## src/hw/aims_pkg.sv

```systemverilog
// shared constants for the converter input selection block
package aims_pkg;

    // ****************************************
    // bus map
    // ****************************************
    localparam int ADDR_W = 12;
    localparam logic [ADDR_W-1:0] OFF_SAMPLE_SEL = 12'h000;
    localparam logic [ADDR_W-1:0] OFF_SCAN_SEL = 12'h004;
    localparam logic [2:0] HSIZE_WORD = 3'h2;
    localparam logic [1:0] HRESP_OKAY = 2'h0;

    // ****************************************
    // input select register layout
    // ****************************************
    localparam int NEG_B_BIT = 31;
    localparam int POS_B_LSB = 24;
    localparam int NEG_A_BIT = 23;
    localparam int POS_A_LSB = 16;
    localparam int CODE_W = 4;
    localparam logic [31:0] SAMPLE_SEL_MASK = 32'h8f8f0000;
    localparam logic [31:0] SCAN_SEL_MASK = 32'h0000ffff;
    localparam logic [31:0] SAMPLE_SEL_RESET = 32'h00000000;
    localparam logic [31:0] SCAN_SEL_RESET = 32'h00000000;

    // ****************************************
    // positive input codes and routing
    // ****************************************
    localparam int AN_COUNT = 13;
    localparam logic [3:0] CODE_TEMP = 4'hd;
    localparam logic [3:0] CODE_IREF = 4'he;
    localparam logic [3:0] CODE_OPEN = 4'hf;
    localparam int ROUTE_W = 17;
    localparam int ROUTE_TEMP = 13;
    localparam int ROUTE_IREF = 14;
    localparam int ROUTE_GROUND = 15;
    localparam int ROUTE_LOW_REF = 16;
    localparam logic [16:0] ROUTE_LOW_REF_ONLY = 17'h10000;
    localparam int SCAN_W = 16;

endpackage : aims_pkg

```

## src/hw/aims_input_decode.sv

```systemverilog
// decodes a positive input code into a routing vector, one-hot except all zero for code 15 outside a scan
module aims_input_decode
    import aims_pkg::*;
#(
    parameter int PIN_COUNT = 44
)
(
    // code in
    input wire logic [aims_pkg::CODE_W-1:0] code_in,
    input wire logic scan_in,
    // routing out
    output logic [aims_pkg::ROUTE_W-1:0] route_out
);

    logic [AN_COUNT-1:0] absent_hit;

    // ****************************************
    // analog inputs, one per bit
    // ****************************************
    genvar g;
    generate
        for (g = 0; g < AN_COUNT; g++)
        begin : g_an
            localparam bit PRESENT = !((g == 12 && PIN_COUNT != 44) ||
                (g >= 6 && g <= 8 && PIN_COUNT == 28));
            assign route_out[g] = (code_in == 4'(g)) && PRESENT;
            assign absent_hit[g] = (code_in == 4'(g)) && !PRESENT;
        end
    endgenerate

    assign route_out[ROUTE_TEMP] = (code_in == CODE_TEMP);
    assign route_out[ROUTE_IREF] = (code_in == CODE_IREF);
    // code 15 is open for a sample but ground for a scan slot
    assign route_out[ROUTE_GROUND] = scan_in && (code_in == CODE_OPEN);
    // absent inputs convert the low reference rather than a floating node
    assign route_out[ROUTE_LOW_REF] = |absent_hit;

endmodule // aims_input_decode

```

## src/hw/aims_scan_next.sv

```systemverilog
// finds the first and the next scan slot in the scan mask
module aims_scan_next
    import aims_pkg::*;
(
    // mask and pointer in
    input wire logic [aims_pkg::SCAN_W-1:0] mask_in,
    input wire logic [3:0] cur_in,
    // slots out
    output logic [3:0] first_out,
    output logic [3:0] next_out
);

    always_comb
    begin
        first_out = 4'h0;
        next_out = cur_in;
        for (int k = SCAN_W - 1; k >= 0; k--)
        begin
            if (mask_in[k])
            begin
                first_out = 4'(k);
            end
        end
        for (int k = SCAN_W; k >= 1; k--)
        begin
            if (mask_in[4'(int'(cur_in) + k)])
            begin
                next_out = 4'(int'(cur_in) + k);
            end
        end
    end

endmodule // aims_scan_next

```

## src/hw/aims_top.sv

```systemverilog
// converter input selection: registers on AHB-Lite and sample routing
module aims_top
    import aims_pkg::*;
#(
    parameter int PIN_COUNT = 44
)
(
    // clock, reset, enable
    input wire logic CLK_IN,
    input wire logic RESET_N_IN,
    input wire logic CLK_EN_IN,
    // ahb-lite slave
    input wire logic HSEL_IN,
    input wire logic [31:0] HADDR_IN,
    input wire logic [1:0] HTRANS_IN,
    input wire logic HWRITE_IN,
    input wire logic [2:0] HSIZE_IN,
    input wire logic [31:0] HWDATA_IN,
    input wire logic HREADY_IN,
    output logic [31:0] HRDATA_OUT,
    output logic HREADYOUT_OUT,
    output logic [1:0] HRESP_OUT,
    // converter controls
    input wire logic ALT_SAMPLE_EN_IN,
    input wire logic SCAN_EN_IN,
    input wire logic OFFSET_CAL_IN,
    input wire logic SAMPLE_START_IN,
    input wire logic SEQ_RESTART_IN,
    // sample and hold routing
    output logic [aims_pkg::ROUTE_W-1:0] POS_ROUTE_OUT,
    output logic NEG_AN1_OUT,
    output logic USING_B_OUT,
    output logic [3:0] SCAN_SLOT_OUT
);

    // ****************************************
    // parameter check
    // ****************************************
    generate
        if (!(PIN_COUNT == 28 || PIN_COUNT == 36 || PIN_COUNT == 44))
        begin : g_bad_pins
            $error("aims_top: PIN_COUNT must be 28, 36 or 44");
        end
    endgenerate

    // ****************************************
    // reset release
    // ****************************************
    logic rst_meta;
    logic rst_n;

    // enable low also holds the release back, so nothing moves while frozen
    always_ff @(posedge CLK_IN or negedge RESET_N_IN)
    begin
        if (!RESET_N_IN)
        begin
            rst_meta <= 1'b0;
            rst_n <= 1'b0;
        end
        else if (CLK_EN_IN)
        begin
            rst_meta <= 1'b1;
            rst_n <= rst_meta;
        end
    end

    // ****************************************
    // bus slave and registers
    // ****************************************
    logic dp_wr;
    logic [ADDR_W-1:0] dp_addr;
    logic [31:0] sample_input_select;
    logic [31:0] scan_input_select;
    logic next_dp_wr;
    logic [ADDR_W-1:0] next_dp_addr;
    logic [31:0] next_sample_sel;
    logic [31:0] next_scan_sel;
    logic [31:0] next_rdata;
    logic addr_ok;

    assign addr_ok = HSEL_IN && HTRANS_IN[1] && HREADY_IN;

    always_comb
    begin
        next_dp_wr = addr_ok && HWRITE_IN && (HSIZE_IN == HSIZE_WORD);
        next_dp_addr = HADDR_IN[ADDR_W-1:0];
        next_sample_sel = sample_input_select;
        next_scan_sel = scan_input_select;
        if (dp_wr)
        begin
            case (dp_addr)
                OFF_SAMPLE_SEL: next_sample_sel = HWDATA_IN & SAMPLE_SEL_MASK;
                OFF_SCAN_SEL: next_scan_sel = HWDATA_IN & SCAN_SEL_MASK;
                default: ;
            endcase
        end
        // read data uses the next values so a write just ahead is seen
        next_rdata = 32'h00000000;
        if (addr_ok && !HWRITE_IN)
        begin
            case (HADDR_IN[ADDR_W-1:0])
                OFF_SAMPLE_SEL: next_rdata = next_sample_sel;
                OFF_SCAN_SEL: next_rdata = next_scan_sel;
                default: next_rdata = 32'h00000000;
            endcase
        end
    end

    always_ff @(posedge CLK_IN or negedge rst_n)
    begin
        if (!rst_n)
        begin
            dp_wr <= 1'b0;
            dp_addr <= '0;
            sample_input_select <= SAMPLE_SEL_RESET;
            scan_input_select <= SCAN_SEL_RESET;
            HRDATA_OUT <= 32'h00000000;
            HREADYOUT_OUT <= 1'b1;
            HRESP_OUT <= HRESP_OKAY;
        end
        else if (CLK_EN_IN)
        begin
            dp_wr <= next_dp_wr;
            dp_addr <= next_dp_addr;
            sample_input_select <= next_sample_sel;
            scan_input_select <= next_scan_sel;
            HRDATA_OUT <= next_rdata;
            HREADYOUT_OUT <= 1'b1;
            HRESP_OUT <= HRESP_OKAY;
        end
    end

    // ****************************************
    // sample sequencing
    // ****************************************
    logic phase_b;
    logic [3:0] scan_ptr;
    logic next_phase_b;
    logic [3:0] next_scan_ptr;
    logic [ROUTE_W-1:0] next_route;
    logic next_neg;
    logic next_using_b;
    logic [3:0] next_slot;
    logic phase_eff;
    logic [3:0] ptr_eff;
    logic use_b_now;
    logic scan_now;
    logic [3:0] first_slot;
    logic [3:0] after_slot;
    logic [CODE_W-1:0] code_now;
    logic [ROUTE_W-1:0] dec_route;

    assign phase_eff = SEQ_RESTART_IN ? 1'b0 : phase_b;
    assign ptr_eff = SEQ_RESTART_IN ? first_slot : scan_ptr;
    assign use_b_now = ALT_SAMPLE_EN_IN && phase_eff;
    // scanning steers the A setting only; B keeps its fixed code
    assign scan_now = SCAN_EN_IN && !use_b_now;
    assign code_now = scan_now ? ptr_eff :
        (use_b_now ? sample_input_select[POS_B_LSB +: CODE_W] :
        sample_input_select[POS_A_LSB +: CODE_W]);

    aims_scan_next u_scan (
        .mask_in (scan_input_select[SCAN_W-1:0]),
        .cur_in (ptr_eff),
        .first_out (first_slot),
        .next_out (after_slot)
    );

    aims_input_decode #(
        .PIN_COUNT (PIN_COUNT)
    ) u_decode (
        .code_in (code_now),
        .scan_in (scan_now),
        .route_out (dec_route)
    );

    always_comb
    begin
        next_phase_b = phase_eff;
        next_scan_ptr = ptr_eff;
        next_route = POS_ROUTE_OUT;
        next_neg = NEG_AN1_OUT;
        next_using_b = USING_B_OUT;
        next_slot = SCAN_SLOT_OUT;
        if (SAMPLE_START_IN)
        begin
            next_phase_b = ALT_SAMPLE_EN_IN && !use_b_now;
            next_using_b = use_b_now;
            next_slot = ptr_eff;
            if (scan_now)
            begin
                next_scan_ptr = after_slot;
            end
            if (OFFSET_CAL_IN)
            begin
                next_route = ROUTE_LOW_REF_ONLY;
                next_neg = 1'b0;
            end
            else
            begin
                next_route = dec_route;
                next_neg = use_b_now ? sample_input_select[NEG_B_BIT] :
                    sample_input_select[NEG_A_BIT];
            end
        end
    end

    always_ff @(posedge CLK_IN or negedge rst_n)
    begin
        if (!rst_n)
        begin
            phase_b <= 1'b0;
            scan_ptr <= 4'h0;
            POS_ROUTE_OUT <= '0;
            NEG_AN1_OUT <= 1'b0;
            USING_B_OUT <= 1'b0;
            SCAN_SLOT_OUT <= 4'h0;
        end
        else if (CLK_EN_IN)
        begin
            phase_b <= next_phase_b;
            scan_ptr <= next_scan_ptr;
            POS_ROUTE_OUT <= next_route;
            NEG_AN1_OUT <= next_neg;
            USING_B_OUT <= next_using_b;
            SCAN_SLOT_OUT <= next_slot;
        end
    end

    // ****************************************
    // checks
    // ****************************************
    logic start_ok;
    logic plain_a;

    assign start_ok = CLK_EN_IN && SAMPLE_START_IN;
    assign plain_a = start_ok && !OFFSET_CAL_IN && !use_b_now && !scan_now;
endmodule // aims_top

```

## config.mk

```make
export PLATFORM = sky130hd
export DESIGN_NAME = aims_top
export DESIGN_NICKNAME = d
export VERILOG_FILES = /design/src/hw/aims_pkg.sv /design/src/hw/aims_input_decode.sv /design/src/hw/aims_scan_next.sv /design/src/hw/aims_top.sv
export SDC_FILE = /design/constraint.sdc
export NUM_CORES = 1
export LEC_CHECK = 0
export ABC_AREA = 1
export BUFFER_PORTS_ARGS = -buffer_cell sky130_fd_sc_hd__buf_4
export CAP_MARGIN = 15
export CORE_UTILIZATION = 60
export CTS_BUF_LIST = sky130_fd_sc_hd__clkbuf_4 sky130_fd_sc_hd__clkbuf_8 sky130_fd_sc_hd__clkbuf_16
export CTS_CLUSTER_SIZE = 12
export DETAILED_ROUTE_END_ITERATION = 8
export GPL_TIMING_DRIVEN = 0
export PLACE_DENSITY_LB_ADDON = 0.25
export SLEW_MARGIN = 20
export SYNTH_ARGS = -nofsm -noshare
export SYNTH_HDL_FRONTEND = slang
export SYNTH_SLANG_ARGS = --single-unit
export TNS_END_PERCENT = 100
```

## constraint.sdc

```tcl
create_clock -name CLK_IN -period 10.7 [get_ports CLK_IN]
set_input_delay 1.605 -clock CLK_IN [delete_from_list [all_inputs] [get_ports CLK_IN]]
set_output_delay 1.605 -clock CLK_IN [all_outputs]
set_load 0.02 [all_outputs]
```

Word-level counts from Yosys, hierarchy flattened
Cells that the tools add are included.
{"block": "word_totals", "reg_bits": 139, "latchBits": 0, "ramBits": 0, "romBits": 0, "input_bits": 80, "out_inout_bits": 58, "wordCells": 174, "n_memories": 0}
{"block": "classes", "n_addsub": 16, "mul": 0, "div": 0, "magnitude_cmp": 16, "eq_ne": 18, "shift": 0, "muxes": 96, "n_bitwise": 0, "reduce_logical": 15}
{"op": "32-bit 2-to-1 mux", "n": 5}
{"op": "4-bit 2-to-1 mux", "n": 37}
{"op": "4-bit by 6-bit less-than comparator with 1-bit output (second input constant)", "n": 16}
{"op": "1-bit binary-select mux with 4-bit select", "n": 16}
{"op": "32-bit case mux with 2 select lines", "n": 1}
{"op": "1-bit 2-to-1 mux", "n": 36}
{"op": "4-bit adder (second input constant)", "n": 8}
{"op": "4-bit equality test (second input constant)", "n": 8}
{"op": "12-bit by 3-bit equality test with 1-bit output (second input constant)", "n": 2}
{"op": "12-bit logical NOT", "n": 2}
{"op": "17-bit 2-to-1 mux", "n": 1}
{"op": "4-bit by 3-bit adder with 4-bit output (second input constant)", "n": 4}
{"op": "4-bit by 3-bit equality test with 1-bit output (second input constant)", "n": 4}
{"op": "1-bit logical AND", "n": 9}
{"op": "4-bit by 1-bit adder with 4-bit output (second input constant)", "n": 2}
{"op": "4-bit by 2-bit adder with 4-bit output (second input constant)", "n": 2}
{"op": "4-bit by 2-bit equality test with 1-bit output (second input constant)", "n": 2}
{"op": "4-bit by 1-bit equality test with 1-bit output (second input constant)", "n": 1}
{"op": "4-bit logical NOT", "n": 1}
{"op": "3-bit by 2-bit equality test with 1-bit output (second input constant)", "n": 1}
{"op": "1-bit logical NOT", "n": 2}
{"op": "2-bit AND reduction", "n": 1}

Longest topological paths before layout
{"block": "logic_depth", "depth_word": 39, "mapped_depth": 46, "mapped_depth_nobuf": 44}

Cells and area by module
A second synthesis with hierarchy kept.
{"block": "hier_totals", "cells_unflattened": 1188, "hier_area_um2": 8240.4}
{"module": "aims_top", "instances": 1, "cells_each": 774, "area_each_um2": 6266.0, "seq_area_each_um2": 3478.3}
{"module": "aims_scan_next", "instances": 1, "cells_each": 383, "area_each_um2": 1853.0, "seq_area_each_um2": 0.0}
{"module": "aims_input_decode", "instances": 1, "cells_each": 31, "area_each_um2": 121.4, "seq_area_each_um2": 0.0}

Worst setup path before layout
No wires, ideal clock.
{"block": "synth_timing", "path_kind": "input to register", "start": "input port SEQ_RESTART_IN", "end": "register scan_ptr[2]", "setup_ns": 0.116, "t_arrival_ns": 4.357, "t_required_ns": 10.584, "setup_slack_ns": 6.226, "cell_stages": 32, "path_buffers": 2, "cell_sequence": "inv_2 -> nor2_4 -> inv_2 -> nor2_1 -> a21boi_1 -> clkbuf_1 -> ha_1 -> inv_1 -> clkbuf_1 -> nand3_1 -> nand3_1 -> nand3_2 -> nand2_2 -> nand2_1 -> nand3_1 -> nand2_1 -> nand2_1 -> nand2_1 -> nand2_1 -> nand2_1 -> nand2_1 -> nand2_1 -> nand2_1 -> nand2_1 -> nand2_1 -> nand2_1 -> nand2_1 -> nand2_1 -> nand2_1 -> nand2_1 -> nand2_1 -> nand2_1"}
{"block": "synth_between", "elab_chain_cells": 23, "word_cells_on_any_way": 87, "cone_classes": "add/sub (16); mux (68); reduce/logical (3)"}
{"item": "from (decl)", "line": "aims_top.sv:28", "text": "input wire logic SEQ_RESTART_IN,"}
{"item": "4-bit 2-to-1 mux", "line": "aims_top.sv:154", "text": "assign ptr_eff = SEQ_RESTART_IN ? first_slot : scan_ptr;"}
{"item": "4-bit by 1-bit adder with 4-bit output", "line": "aims_scan_next.sv:26, aims_scan_next.sv:28"}
{"item": "1-bit binary-select mux with 4-bit select", "line": "aims_scan_next.sv:26", "text": "if (mask_in[4'(int'(cur_in) + k)])"}
{"item": "1-bit 2-to-1 mux (not written as such) (2 in a row)", "line": "aims_scan_next.sv:26"}
{"item": "4-bit 2-to-1 mux (16 in a row)", "line": "aims_scan_next.sv:26"}
{"item": "4-bit 2-to-1 mux", "line": "aims_top.sv:190", "text": "if (scan_now)"}
{"item": "4-bit 2-to-1 mux *", "line": "aims_top.sv:185", "text": "if (SAMPLE_START_IN)"}
{"item": "to (signal assigned)", "line": "aims_top.sv:222", "text": "scan_ptr <= next_scan_ptr;"}
{"item": "to (decl)", "line": "aims_top.sv:137", "text": "logic [3:0] scan_ptr;"}
Mark *: on every way between the ends. The rest lies on a longest branch, timed or not. The select of a mux whose other input is x is not followed.
A chain may end at the register's enable or synchronous reset.

Worst setup path in the final report
Same ends and word-level chain as after synthesis.

==> results.sh <==
export IMPL_status="finished, final reports clean"
export IMPL_synthArstFlopShare_pct=100
export IMPL_path_max_fanout=13
export IMPL_crit_path_max_incr_delay_ps=570
export IMPL_vias=8053
export IMPL_netSwitchingPower_uw=436
export IMPL_yosys_warnings=0
export IMPL_worstMarginPinSlew_ps=745
export IMPL_coreArea_um2=12800
export IMPL_final_layout_size_suffix_gt1_share_pct=15.0
export IMPL_first_global_vias=7558
export IMPL_ys_types=47
export IMPL_fin_crit_ps=5300
export IMPL_path_clk_slew_ps=60
export IMPL_place_inst=1394
export IMPL_grt_start_max_net_pins=58
export IMPL_cap_violations=0
export IMPL_gp_congestion=0.939
export IMPL_grt_first_pass_wirelength_mm=36.4
export IMPL_final_hold_violation_count=0
export IMPL_die_area_um2=13700
export IMPL_startpoint_type="input pin"
export IMPL_cts_setup_buffers=0
export IMPL_ctsResizeCount=0
export IMPL_holdBufCountCts=0
export IMPL_firstDrtPassIters=6
export IMPL_io_pins=138
export IMPL_p_int_uw=990
export IMPL_preCtsSetupSlack_ps=5070
export IMPL_power_frac_clock_pct=41.4
export IMPL_synth_xor_xnor_area_share_pct=0.659
export IMPL_maxSlewHeadroom_pct=50.2
export IMPL_ys_seq_area_share_pct=43.6
export IMPL_grt_usage_pct=35.0
export IMPL_synth_area_per_cell_um2=7.16
export IMPL_cp_required_ps=11020
export IMPL_fmaxAchievable_mhz=189
export IMPL_tns_ps=0
export IMPL_skew_ps=11.8
export IMPL_vias_per_cell=5.65
export IMPL_leakage_uw=0.00508
export IMPL_seq_power_share_pct=38.3
export IMPL_hold_path_class="register to asynchronous set/reset pin"
export IMPL_drc=0
export IMPL_drt_iter0_drc=697
export IMPL_start_util_pct=62.4
export IMPL_utilization_pct=75.4
export IMPL_clk_latency_ps=430
export IMPL_synth_area_um2=7970
export IMPL_synth_cells=1113
export IMPL_critPathArrivalTime_ps=5620
export IMPL_fin_hold_ws_ps=278
export IMPL_crit_path_end_kind="register"
export IMPL_ys_flop_type="dfrtp_1"
export IMPL_critical_path_class="input pin to register"
export IMPL_synth_area_mux_share_pct=0
export IMPL_syn2layout_area_growth_pct=20.9
export IMPL_n_antenna_cell=0
export IMPL_grt_ovfl_total=0
export IMPL_setup_viol=0
export IMPL_ant_nets=0
export IMPL_crit_slowest_cell="clkbuf_1"
export IMPL_synth_edf_count=0
export IMPL_cts_buffers_inserted=17
export IMPL_synth_seq_cells=139
export IMPL_pwr_share_comb_pct=20.3
export IMPL_tritoncts="built"
export IMPL_post_dp_hpwl_mm=16.6
export IMPL_sw_frac_of_total_pct=30.6
export IMPL_ir_drop_v=0.000124
export IMPL_setup_slack_ps=5400
export IMPL_final_cells=1426
export IMPL_grt_setup_unrepaired="false"
export IMPL_cp_common_cell="nand2_1"
export IMPL_period_share_pct=49.5
export IMPL_die_x_um=117
export IMPL_numClockSinks=139
export IMPL_port_buffers=106
export IMPL_nets=1328
export IMPL_slew_viol_final=0
export IMPL_fp_dieH_um=117
export IMPL_synthAdderAreaFrac_pct=1.10
export IMPL_synth_top_family_by_area="simple AND/OR/NAND/NOR gates"
export IMPL_cts_path_max_buffers=2
export IMPL_root_buffer="clkbuf_16"
export IMPL_yosys_area_share_simple_pct=27.8
export IMPL_powerDensity_nw_per_um2=148
export IMPL_wire_per_inst_um=16.0
export IMPL_antenna_found_initial=0
export IMPL_synth_compound_area_share_pct=15.7
export IMPL_htree_levels=4
export IMPL_rows=41
export IMPL_wl_mm=22.8
==> kinds of logic after synthesis <==
kind of cell,Yosys count
xor+xnor,3
compound gates,229
buf+inv,222
simple gates,511
other cells,2
fa+ha+maj,7
flops,139
==> Yosys cell counts (9+ instances only) <==
master    instances  area, um^2
a21oi_1          66         330
a32o_1           10         100
clkbuf_1         39         146
dfrtp_1         139        3480
inv_1           159         597
nand2_1         305        1140
nand2_2           9        56.3
nand3_1         127         636
nor2_1           42         158
o21ai_0         126         631
==> routing by layer <==
| layer | share of wire, % | track usage (%) | vias to the layer above |
|---|---|---|---|
| met5 | 0 | 0 | - |
| met4 | 2.6 | 13.9 | 0 |
| met3 | 8.3 | 6.75 | 59 |
| met2 | 47 | 57.8 | 425 |
| met1 | 42 | 45.5 | 3739 |
| li1 | - | - | 3830 |
==> critical path: cells and delay by family <==
family | cells | cell delay (ps)
compound gates | 3 | 570
buf+inv | 6 | 1530
fa+ha+maj | 1 | 380
simple gates | 21 | 1520
==> power by group through the flow <==
stage	Sequential [uW]	Combinational (uW)	Clock, uW
after floorplan	568	187	0
after global placement	566	269	0
after detailed placement	556	286	0
after CTS	547	287	591
after global routing	548	325	615
final	546	290	590
==> worst paths after layout <==
check                                                       start                                  end  slack [ps]  cells after the start
worst min register to register                  rst_n$_DFFE_PN0P_        POS_ROUTE_OUT[14]$_DFFE_PN0P_         280                      0
max in group asynchronous                       rst_n$_DFFE_PN0P_  sample_input_select[20]$_DFFE_PN0P_        9490                      2
worst max-delay path                               SEQ_RESTART_IN              scan_ptr[2]$_DFFE_PN0P_        5400                     31
min in group CLK_IN             scan_input_select[18]$_DFFE_PN0P_    scan_input_select[18]$_DFFE_PN0P_         470                      2
worst max register to register  scan_input_select[11]$_DFFE_PN0P_              scan_ptr[2]$_DFFE_PN0P_        5960                     32
worst min-delay path                            rst_n$_DFFE_PN0P_        POS_ROUTE_OUT[14]$_DFFE_PN0P_         280                      0
==> sequential cells by signal, summed over array words and instances (netlist names) <==
signal               count
HRDATA_OUT              32
sample_input_select     32
scan_input_select       32
POS_ROUTE_OUT           17
dp_addr                 12
SCAN_SLOT_OUT            4
scan_ptr                 4
NEG_AN1_OUT              1
USING_B_OUT              1
dp_wr                    1
phase_b                  1
rst_meta                 1
rst_n                    1
==> cell usage in the layout, fill, tap and decap left out, drive strengths merged <==
master and n:
and2 2, dfrtp 139, nor4 6, nor3b 1, buf 121, clkinv 6
o21a 1, clkbuf 59, or3b 1, nand4 2, xor2 1, o311ai 1
or2 4, nand2 316, nor3 2, o31ai 1, a31oi 3, ha 7
a21o 7, clkinvlp 3, xnor2 2, conb 3, o21ai 136, a32o 10
nor2 44, o211ai 2, a21oi 66, o32ai 1, or3 1, nand3b 1
inv 171, nand3 131, bufinv 2, a21boi 1
==> through the flow <==
step	power (uW)	cell area [um^2]
2_1_floorplan	755	7970
4_1_cts	1420	9630
6_report	1430	9630
5_1_grt	1490	9630
3_3_place_gp	834	8980
3_5_place_dp	842	9040
==> final cells by class <==
type,instances,area [um^2]
well taps,172,215
multi-input cells,753,3620
clock buffers,20,454
fillers,973,3140
clock inverters,12,136
repair buffers,108,851
flip-flops and latches,139,3480
plain buffers,52,240
inverters,170,638
(Power assumes the default switching activity.)
